--- src/shared/adc_trig_cfg.svh ---
// constants of the hardware-triggered converter sequencer
// Overview of operation
// - timer-source trigger starts on its rising edge
// - timer trigger ORs four selectable timer events
// - each converter owns its trigger pair
// - enable arms converter; trigger starts conversion
// - result store and interrupt together
// - after sequence, wait for trigger again
// - active flag one while converting
// - trigger during conversion restarts it
// - mode/trigger/channel write stops, returns waiting
// - closely spaced triggers: latest one wins
// - 1-buffer: one conversion, own-channel register, interrupt
// - 4-buffer: four results, interrupt after fourth
// - scan: channels 0..selected, interrupt at end
// - external edge: rising, falling or both
// - disabling mid-conversion stores nothing
// - enable stays set after interrupt
`ifndef ADC_TRIG_CFG_SVH
`define ADC_TRIG_CFG_SVH

// register offsets
`define CONV_BLOCK_BIT   6
`define OFF_MODE         6'h00
`define OFF_CLK          6'h04
`define OFF_TRIG         6'h08
`define OFF_CHAN         6'h0c
`define OFF_RES0         6'h10
`define OFF_RES3         6'h1c
`define OFF_TOPT_A       8'h80
`define OFF_TOPT_B       8'h84
`define OFF_IRQ_STS      8'h88
`define OFF_IRQ_MSK      8'h8c

// field positions
`define MODE_EN_BIT      7
`define MODE_ACT_BIT     6
`define MODE_OPM_LSB     4
`define MODE_ETS_LSB     2
`define TRIG_SRC_BIT     1
`define TRIG_BUF4_BIT    0

// reset values
`define MODE_RST         8'h00
`define CLK_RST          2'h1
`define TRIG_RST         2'h0
`define CHAN_RST         2'h0
`define TOPT_RST         4'h0
`define IRQ_RST          2'h0

// conversion length in sys_clk cycles per clock-count setting
`define CONV_CYC_SET1    8'd62
`define CONV_CYC_SET2    8'd93
`define CONV_CYC_SET3    8'd124

`endif

--- src/shared/adc_trig_pkg.sv ---
// types of the hardware-triggered converter sequencer
`default_nettype none
package adc_trig_pkg;
  // one-hot sequencer state
  typedef enum logic [1:0] {
    SEQ_IDLE = 2'b01,
    SEQ_CONV = 2'b10
  } seq_state_e;

  // valid edge of the external trigger pin
  typedef enum logic [1:0] {
    EDGE_NONE    = 2'b00,
    EDGE_RISING  = 2'b01,
    EDGE_FALLING = 2'b10,
    EDGE_BOTH    = 2'b11
  } edge_sel_e;
endpackage : adc_trig_pkg
`default_nettype wire

--- src/rtl/conv_sequencer.sv ---
// per-converter conversion sequencer: select 1/4-buffer and scan
`default_nettype none
module conv_sequencer #(
  parameter int RES_W = 10
) (
  // clock and reset
  input  wire logic             sys_clk,
  input  wire logic             rst_n,
  // control
  input  wire logic             enable,
  input  wire logic             start,
  input  wire logic             stop_req,
  input  wire logic             buf4,
  input  wire logic             scan,
  input  wire logic [1:0]       chan_sel,
  input  wire logic [7:0]       conv_cycles,
  // converter data
  input  wire logic [RES_W-1:0] sample_data,
  // results and status
  output logic                  active,
  output logic                  store_we,
  output logic [1:0]            store_idx,
  output logic [RES_W-1:0]      store_data,
  output logic                  done,
  output logic [1:0]            chan
);
  import adc_trig_pkg::*;

  seq_state_e state_r;
  seq_state_e state_nxt;
  logic [7:0] cnt_r;
  logic [1:0] step_r;

  // sequencing decode
  wire        converting = (state_r == SEQ_CONV);
  wire [7:0]  last_cnt   = conv_cycles - 8'd1;
  wire        conv_end   = converting && (cnt_r == last_cnt);
  wire        last_step  = scan ? (step_r == chan_sel) :
                           buf4 ? (step_r == 2'd3) : 1'b1;
  wire [1:0]  cur_idx    = (scan || buf4) ? step_r : chan_sel;
  wire        do_store   = enable && !stop_req && !start && conv_end;
  wire        do_done    = do_store && last_step;

  assign active = converting;

  // next state: disable, register write, trigger, end of sequence
  always_comb
  begin
    state_nxt = state_r;
    case (state_r)
      SEQ_IDLE:
      begin
        if (enable && !stop_req && start)
          state_nxt = SEQ_CONV;
      end
      SEQ_CONV:
      begin
        if (!enable)
          state_nxt = SEQ_IDLE;
        else if (stop_req)
          state_nxt = SEQ_IDLE;
        else if (start)
          state_nxt = SEQ_CONV;
        else if (do_done)
          state_nxt = SEQ_IDLE;
      end
      default:
        state_nxt = SEQ_IDLE;
    endcase
  end

  // state, cycle and step counters
  always_ff @(posedge sys_clk or negedge rst_n)
  begin
    if (!rst_n)
    begin
      state_r <= SEQ_IDLE;
      cnt_r   <= 8'h00;
      step_r  <= 2'h0;
    end
    else
    begin
      state_r <= state_nxt;
      if (start || state_nxt != SEQ_CONV || do_store)
        cnt_r <= 8'h00;
      else
        cnt_r <= cnt_r + 8'd1;
      if (start || state_nxt != SEQ_CONV)
        step_r <= 2'h0;
      else if (do_store)
        step_r <= step_r + 2'd1;
    end
  end

  // result strobe, conversion end pulse and analog channel
  always_ff @(posedge sys_clk or negedge rst_n)
  begin
    if (!rst_n)
    begin
      store_we   <= 1'b0;
      store_idx  <= 2'h0;
      store_data <= '0;
      done       <= 1'b0;
      chan       <= 2'h0;
    end
    else
    begin
      store_we   <= do_store;
      store_idx  <= cur_idx;
      store_data <= sample_data;
      done       <= do_done;
      chan       <= scan ? step_r : chan_sel;
    end
  end
endmodule : conv_sequencer
`default_nettype wire

--- src/rtl/adc_trig_top.sv ---
// two-converter hardware trigger sequencer with apb register file
//
// Local design decisions: the register addresses and the APB register port.
`include "adc_trig_cfg.svh"
`default_nettype none
module adc_trig_top #(
  parameter int RES_W = 10
) (
  // clock and reset
  input  wire logic             sys_clk,
  input  wire logic             rst_n,
  // apb slave
  input  wire logic [7:0]       paddr,
  input  wire logic             psel,
  input  wire logic             penable,
  input  wire logic             pwrite,
  input  wire logic [31:0]      pwdata,
  output logic [31:0]           prdata,
  output logic                  pready,
  output logic                  pslverr,
  // motor-control timer events
  input  wire logic             timer_p_compare0_event,
  input  wire logic             timer_p_compare1_event,
  input  wire logic             timer_q_compare0_event,
  input  wire logic             timer_q_overflow_event,
  // external trigger pins
  input  wire logic             ext_trigger_pin0,
  input  wire logic             ext_trigger_pin1,
  // converter sample data
  input  wire logic [RES_W-1:0] sample_data0,
  input  wire logic [RES_W-1:0] sample_data1,
  // analog channel being converted
  output logic [1:0]            analog_input_channel0,
  output logic [1:0]            analog_input_channel1,
  // interrupt
  output logic                  conversion_end_irq
);
  import adc_trig_pkg::*;

  // software registers
  logic [7:0]       conv_mode_reg_r         [2];
  logic [1:0]       conv_clock_reg_r        [2];
  logic [1:0]       conv_trigger_mode_reg_r [2];
  logic [1:0]       channel_select_reg_r    [2];
  logic [RES_W-1:0] result_reg_r            [8];
  logic [3:0]       timer_option_reg_a_r;
  logic [3:0]       timer_option_reg_b_r;
  logic [1:0]       irq_sts_r;
  logic [1:0]       irq_msk_r;
  logic [1:0]       irq_sts_nxt;

  // trigger conditioning
  logic [1:0]       ext_meta_r;
  logic [1:0]       ext_sync_r;
  logic [1:0]       ext_prev_r;
  logic [1:0]       tmr_prev_r;
  logic [1:0]       start_r;

  // sequencer links
  logic [1:0]       seq_active;
  logic [1:0]       seq_store_we;
  logic [1:0]       seq_store_idx [2];
  logic [RES_W-1:0] seq_store_data [2];
  logic [1:0]       seq_done;
  logic [1:0]       stop_req_r;
  logic [1:0]       seq_chan [2];

  // timer trigger: or of the selected events
  function automatic logic timer_trig(input logic [3:0] sel, input logic [3:0] ev);
    timer_trig = |(sel & ev);
  endfunction : timer_trig

  // external edge qualification
  function automatic logic edge_hit(input logic [1:0] sel, input logic cur, input logic prv);
    edge_hit = ((sel == EDGE_RISING || sel == EDGE_BOTH) && cur && !prv) ||
               ((sel == EDGE_FALLING || sel == EDGE_BOTH) && !cur && prv);
  endfunction : edge_hit

  // conversion length from the clock-count field
  function automatic logic [7:0] conv_len(input logic [1:0] fr);
    conv_len = (fr == 2'd3) ? `CONV_CYC_SET3 :
               (fr == 2'd2) ? `CONV_CYC_SET2 : `CONV_CYC_SET1;
  endfunction : conv_len

  // apb decode
  wire        xfer_wr   = psel && penable && pready && pwrite;
  wire        conv_hit  = !paddr[7];
  wire        conv_n    = paddr[`CONV_BLOCK_BIT];
  wire [5:0]  conv_off  = paddr[5:0];
  wire        res_hit   = conv_hit && conv_off >= `OFF_RES0 && conv_off <= `OFF_RES3;
  wire [2:0]  res_sel   = {conv_n, conv_off[3:2]};
  wire        aligned   = (paddr[1:0] == 2'b00);
  wire        ctl_hit   = conv_hit && (conv_off == `OFF_MODE || conv_off == `OFF_CLK ||
                                       conv_off == `OFF_TRIG || conv_off == `OFF_CHAN);
  wire        glb_hit   = paddr == `OFF_TOPT_A || paddr == `OFF_TOPT_B ||
                          paddr == `OFF_IRQ_STS || paddr == `OFF_IRQ_MSK;
  wire        mapped    = aligned && (ctl_hit || res_hit || glb_hit);
  wire        wr_mode   = xfer_wr && conv_hit && conv_off == `OFF_MODE;
  wire        wr_trig   = xfer_wr && conv_hit && conv_off == `OFF_TRIG;
  wire        wr_chan   = xfer_wr && conv_hit && conv_off == `OFF_CHAN;
  wire        wr_clk    = xfer_wr && conv_hit && conv_off == `OFF_CLK;
  wire        wr_sts    = xfer_wr && paddr == `OFF_IRQ_STS;

  // read data selection
  wire [7:0]  mode_rd   = {conv_mode_reg_r[conv_n][7], seq_active[conv_n],
                           conv_mode_reg_r[conv_n][5:0]};
  wire [31:0] rd_data   =
    !mapped                            ? 32'h0000_0000 :
    (res_hit)                          ? {{(32-RES_W){1'b0}}, result_reg_r[res_sel]} :
    (conv_hit && conv_off == `OFF_MODE) ? {24'h00_0000, mode_rd} :
    (conv_hit && conv_off == `OFF_CLK)  ? {30'h0, conv_clock_reg_r[conv_n]} :
    (conv_hit && conv_off == `OFF_TRIG) ? {30'h0, conv_trigger_mode_reg_r[conv_n]} :
    (conv_hit && conv_off == `OFF_CHAN) ? {30'h0, channel_select_reg_r[conv_n]} :
    (paddr == `OFF_TOPT_A)             ? {28'h0, timer_option_reg_a_r} :
    (paddr == `OFF_TOPT_B)             ? {28'h0, timer_option_reg_b_r} :
    (paddr == `OFF_IRQ_STS)            ? {30'h0, irq_sts_r} :
                                         {30'h0, irq_msk_r};

  // sticky status: conversion end sets, write-one clears, set wins
  assign irq_sts_nxt = (irq_sts_r & ~(wr_sts ? pwdata[1:0] : 2'b00)) | seq_done;

  // timer trigger level and edge per converter
  wire [3:0]  tmr_events = {timer_q_overflow_event, timer_q_compare0_event,
                            timer_p_compare1_event, timer_p_compare0_event};
  wire [1:0]  tmr_level  = {timer_trig(timer_option_reg_b_r, tmr_events),
                            timer_trig(timer_option_reg_a_r, tmr_events)};
  wire [1:0]  start_nxt;

  // source select: timer rising edge or qualified pin edge
  for (genvar n = 0; n < 2; n++)
  begin : g_trig
    wire use_tmr = conv_trigger_mode_reg_r[n][`TRIG_SRC_BIT];
    wire tmr_hit = tmr_level[n] && !tmr_prev_r[n];
    wire ext_hit = edge_hit(conv_mode_reg_r[n][`MODE_ETS_LSB +: 2], ext_sync_r[n],
                            ext_prev_r[n]);
    assign start_nxt[n] = use_tmr ? tmr_hit : ext_hit;
  end

  // apb handshake: no wait state, registered answer
  always_ff @(posedge sys_clk or negedge rst_n)
  begin
    if (!rst_n)
    begin
      pready  <= 1'b0;
      pslverr <= 1'b0;
      prdata  <= 32'h0000_0000;
    end
    else
    begin
      pready  <= psel && !penable;
      pslverr <= psel && !penable && !mapped;
      prdata  <= (psel && !penable && !pwrite) ? rd_data : 32'h0000_0000;
    end
  end

  // trigger synchronisers and edge history
  always_ff @(posedge sys_clk or negedge rst_n)
  begin
    if (!rst_n)
    begin
      ext_meta_r <= 2'b00;
      ext_sync_r <= 2'b00;
      ext_prev_r <= 2'b00;
      tmr_prev_r <= 2'b00;
      start_r    <= 2'b00;
    end
    else
    begin
      ext_meta_r <= {ext_trigger_pin1, ext_trigger_pin0};
      ext_sync_r <= ext_meta_r;
      ext_prev_r <= ext_sync_r;
      tmr_prev_r <= tmr_level;
      start_r    <= start_nxt;
    end
  end

  // control registers, written only in a completed access phase
  always_ff @(posedge sys_clk or negedge rst_n)
  begin
    if (!rst_n)
    begin
      for (int i = 0; i < 2; i++)
      begin
        conv_mode_reg_r[i]         <= `MODE_RST;
        conv_clock_reg_r[i]        <= `CLK_RST;
        conv_trigger_mode_reg_r[i] <= `TRIG_RST;
        channel_select_reg_r[i]    <= `CHAN_RST;
      end
      timer_option_reg_a_r <= `TOPT_RST;
      timer_option_reg_b_r <= `TOPT_RST;
      irq_msk_r            <= `IRQ_RST;
      stop_req_r           <= 2'b00;
    end
    else
    begin
      // the enable bit changes only by software writes
      if (wr_mode)
        conv_mode_reg_r[conv_n] <= pwdata[7:0];
      if (wr_clk)
        conv_clock_reg_r[conv_n] <= pwdata[1:0];
      if (wr_trig)
        conv_trigger_mode_reg_r[conv_n] <= pwdata[1:0];
      if (wr_chan)
        channel_select_reg_r[conv_n] <= pwdata[1:0];
      if (xfer_wr && paddr == `OFF_TOPT_A)
        timer_option_reg_a_r <= pwdata[3:0];
      if (xfer_wr && paddr == `OFF_TOPT_B)
        timer_option_reg_b_r <= pwdata[3:0];
      if (xfer_wr && paddr == `OFF_IRQ_MSK)
        irq_msk_r <= pwdata[1:0];
      stop_req_r[0] <= (wr_mode || wr_trig || wr_chan) && !conv_n;
      stop_req_r[1] <= (wr_mode || wr_trig || wr_chan) && conv_n;
    end
  end

  // result storage and interrupt
  always_ff @(posedge sys_clk or negedge rst_n)
  begin
    if (!rst_n)
    begin
      for (int i = 0; i < 8; i++)
        result_reg_r[i] <= '0;
      irq_sts_r          <= `IRQ_RST;
      conversion_end_irq <= 1'b0;
    end
    else
    begin
      for (int n = 0; n < 2; n++)
        if (seq_store_we[n])
          result_reg_r[{n[0], seq_store_idx[n]}] <= seq_store_data[n];
      irq_sts_r          <= irq_sts_nxt;
      conversion_end_irq <= |(irq_sts_nxt & irq_msk_r);
    end
  end

  // one independent sequencer per converter
  for (genvar n = 0; n < 2; n++)
  begin : g_conv
    conv_sequencer #(
      .RES_W (RES_W)
    ) u_seq (
      .sys_clk     (sys_clk),
      .rst_n       (rst_n),
      .enable      (conv_mode_reg_r[n][`MODE_EN_BIT]),
      .start       (start_r[n]),
      .stop_req    (stop_req_r[n]),
      .buf4        (conv_trigger_mode_reg_r[n][`TRIG_BUF4_BIT]),
      .scan        (conv_mode_reg_r[n][`MODE_OPM_LSB]),
      .chan_sel    (channel_select_reg_r[n]),
      .conv_cycles (conv_len(conv_clock_reg_r[n])),
      .sample_data ((n == 0) ? sample_data0 : sample_data1),
      .active      (seq_active[n]),
      .store_we    (seq_store_we[n]),
      .store_idx   (seq_store_idx[n]),
      .store_data  (seq_store_data[n]),
      .done        (seq_done[n]),
      .chan        (seq_chan[n])
    );
  end

  // analog channel outputs, each registered inside its sequencer
  assign analog_input_channel0 = seq_chan[0];
  assign analog_input_channel1 = seq_chan[1];
endmodule : adc_trig_top
`default_nettype wire

--- config.mk ---
export PLATFORM = sky130hd
export DESIGN_NAME = adc_trig_top
export DESIGN_NICKNAME = d
export VERILOG_FILES = /design/src/shared/adc_trig_pkg.sv /design/src/rtl/conv_sequencer.sv /design/src/rtl/adc_trig_top.sv
export VERILOG_INCLUDE_DIRS = /design/src /design/src/shared
export SDC_FILE = /design/constraint.sdc
export NUM_CORES = 1
export LEC_CHECK = 0
export ABC_AREA = 0
export BUFFER_PORTS_ARGS = -buffer_cell sky130_fd_sc_hd__buf_4
export CORE_UTILIZATION = 45
export CTS_CLUSTER_DIAMETER = 150
export DETAILED_ROUTE_END_ITERATION = 6
export GPL_TIMING_DRIVEN = 0
export SLEW_MARGIN = 10
export SYNTH_ARGS = -nofsm -noshare
export SYNTH_HDL_FRONTEND = slang
export SYNTH_HIERARCHICAL = 1
export SYNTH_SLANG_ARGS = --single-unit
--- constraint.sdc ---
create_clock -name sys_clk -period 2.54 [get_ports sys_clk]
set_clock_uncertainty 0.05 [all_clocks]
set_input_delay 0.508 -clock sys_clk [delete_from_list [all_inputs] [get_ports sys_clk]]
set_output_delay 0.508 -clock sys_clk [all_outputs]
set_load 0.01 [all_outputs]
==> flow_summary.yaml <==
run_status:
  run_status: "complete, no violations"
finish:
  final_area_um2: 11100
  fillers: 1743
  final_nets: 927
  multi_input_area_um2: 4290
  postLayoutCoreUtil: 0.543
  seqCellArea_um2: 4980
  area_delta_synth_final_pct: 17.1
  diodes: 0
  drive_gt1_frac: 0.355
synth:
  synth_flop_cell: "dfrtp_1"
  synth_area_um2: 9480
  ys_seq_area_frac: 0.526
  synth_area_leaders: "dfrtp_1 (51%), mux2_2 (16%), mux4_2 (4.5%)"
  synth_top_area_share: 0.515
  async_flop_share: 1.00
  synth-seq-cells: 199
  synth_commonest_cells: "dfrtp_1 (195), mux2_2 (138), nor2_1 (30)"
  synth-edff-count: 0
  synth_cells: 720
  post-synth-top-count-cell: "dfrtp_1"
  yosysWarnings: 6
  syn_avg_cell_area_um2: 13.2
  synth.largest_area_cell: "dfrtp_1"
  synth_cell_types: 62
sta:
  period_share: 0.935
  hold_viol: 0
  slew_headroom: 0.421
  min_period_ns: 2.38
  fmax_mhz: 421
  timing.final.ws_setup_ns: 0.164
  finalSetupViolCount: 0
  drv_slew: 0
  tightest_slew_ns: 0.868
  hold_ws_ns: 0.0730
  rsz0062_at_grt: "no"
routing:
  first_pass_iters: 5
  wire_per_inst_um: 19.3
  drc_errors: 0
  finalWirelength_mm: 21.8
  ant_nets: 0
  num_vias: 6148
  dr.first_iter.drc_count: 326
  viasPerCell: 5.45
floorplanning:
  design.die.area_um2: 21700
  io_pins: 110
  core-area_um2: 20400
  die-width_um: 147
  initial_core_util: 0.464
  rows: 52
  die_h_um: 147
clock_tree:
  clkLatencyLatePin_ns: 0.45
  cts_root_buf: "clkbuf_16"
  cts_hold_buffers: 0
  clock-sinks: 199
  cts-buffers-inserted: 17
  clk_pin_slew_ns: 0.08
  cts_tree: "done"
  htreeDepth: 4
  cts_buffer_depth: 2
critical_path:
  r2r-start: "conv_clock_reg_r[0]"
  max_stage_delay_ns: 0.56
  end_kind: "register"
  cpMostUsedCell: "inv_1"
  r2r_cells: 9
  cp_num_buf_inv: 2
  r2r_end: "g_conv[1].u_seq/step_r[0]"
  r2r_setup_slack_ns: 0.16
  critPathLaunchType: "register"
  critical_path_class: "register to register"
  cpLargestDelayFamily: "simple AND/OR/NAND/NOR gates"
  path_cells: "nand2b_2 > inv_1 > inv_1 > ha_1 > xor2_1 > nand4_1 > nor2_1 > and4bb_4 > mux2_2"
  cp.required_ns: 2.82
  worstPathMaxFanout: 4
  worstPathArrival_ns: 2.66
  slowest_stage: "dfstp_2"
global_route:
  grt_pass1_wl_mm: 34.8
  antenna_found_initial: 0
  gr-usage-all-layers: 0.212
  grt_pass1_vias: 6262
  overflow: 0
  grt_max_degree: 115
power:
  leakage_nw: 5.40
  powerDensity_nw_per_um2: 593
  design_power_total_mw: 6.58
  ir_worst_vdd_mv: 0.445
placed_design:
  place_worst_setup_slack_ns: -0.323
  placed_area_um2: 10500
  dp_hpwl_mm: 15.7
  place_congestion: 0.847
  portBuffers: 60
job:
  cap_violations: 0
min_path:
  holdCritPathClass: "input pin to async pin"
## metal layers
metal | vias up | share of wire | track usage | routed length [µm]
li1 | 2820 | - | - | -
met1 | 3143 | 0.45 | 0.283 | 9700
met2 | 168 | 0.49 | 0.349 | 10700
met3 | 17 | 0.055 | 0.0497 | 1200
met4 | 0 | 0.0091 | 0.0541 | 198
met5 | - | 0 | 0 | 0
## logic make-up after synthesis
family,Yosys count,synth area share
mux,176,0.234
flops,199,0.526
compound gates,61,0.0446
simple gates,167,0.104
buf+inv,65,0.0408
other cells,2,0.000792
xor+xnor,40,0.0370
fa+ha+maj,10,0.0132
## layout by cell type (no fill, tap or decap), drive strengths merged, types with 20 or more instances in the layout
cell type,synthesis,final
nor2,30,30
xor2,20,20
mux2,138,138
a21oi,20,20
nor3,33,33
inv,18,25
xnor2,20,20
dfrtp,195,195
nand3,21,21
mux4,22,22
clkbuf,16,34
buf,31,92
conb,2,48
## final cells by class
type	instances	share of cell area
Sequential cell	199	0.449
Multi-Input combinational cell	502	0.386
Timing Repair Buffer	61	0.0437
Clock buffer	18	0.0396
Tap cell	270	0.0304
Buffer	47	0.0289
Clock inverter	14	0.0159
Inverter	18	0.00609
## worst max path at each step
stage                              from                   endpoint  slack [ns]  cells past startpoint
finish              conv_clock_reg_r[0]  g_conv[1].u_seq/step_r[0]        0.16                      9
global route        conv_clock_reg_r[1]  g_conv[1].u_seq/step_r[0]        0.02                      9
CTS                 conv_clock_reg_r[0]  g_conv[1].u_seq/step_r[0]        0.05                      9
detailed placement             paddr[3]                  prdata[8]       -0.32                      7
global placement               paddr[3]                  prdata[0]       -0.32                      8
floorplan                      paddr[2]                  prdata[2]        0.32                      6
## flip-flops by register name, indices dropped and copies added (netlist names), 4 cells and up
name / cells
result_reg_r: 80
g_conv.u_seq/store_data: 20
g_conv.u_seq/cnt_r: 16
conv_mode_reg_r: 14
prdata: 10
channel_select_reg_r: 4
conv_clock_reg_r: 4
conv_trigger_mode_reg_r: 4
g_conv.u_seq/chan: 4
g_conv.u_seq/state_r: 4
g_conv.u_seq/step_r: 4
g_conv.u_seq/store_idx: 4
timer_option_reg_a_r: 4
timer_option_reg_b_r: 4
## power by group
part	switching (mW)	total, mW	internal, mW
logic	0.285	0.489	0.204
registers	0.0463	3.27	3.23
clock network	1.37	2.82	1.45
total	1.70	6.58	4.88
## worst register-to-register path, cell delays in order, from the launching register on
cell and delay [ns]:
dfstp_2 0.56, nand2b_2 0.20, inv_1 0.12, inv_1 0.09, ha_1 0.25, xor2_1 0.14
nand4_1 0.11, nor2_1 0.13, and4bb_4 0.28, mux2_2 0.33
## repair_timing
action                                  CTS  global route
buffers inserted                          0             0
endpoints found under the setup margin    0             6
resized for setup                         0             4
## metrics by stage
stage               setup TNS [ns]  cells
finish                           0   1129
detailed placement           -4.66   1097
floorplan                        0    766
CTS                              0   1129
global placement            -61.31   1096
global route                     0   1129
No activity file was read; power rests on OpenSTA's default activity.
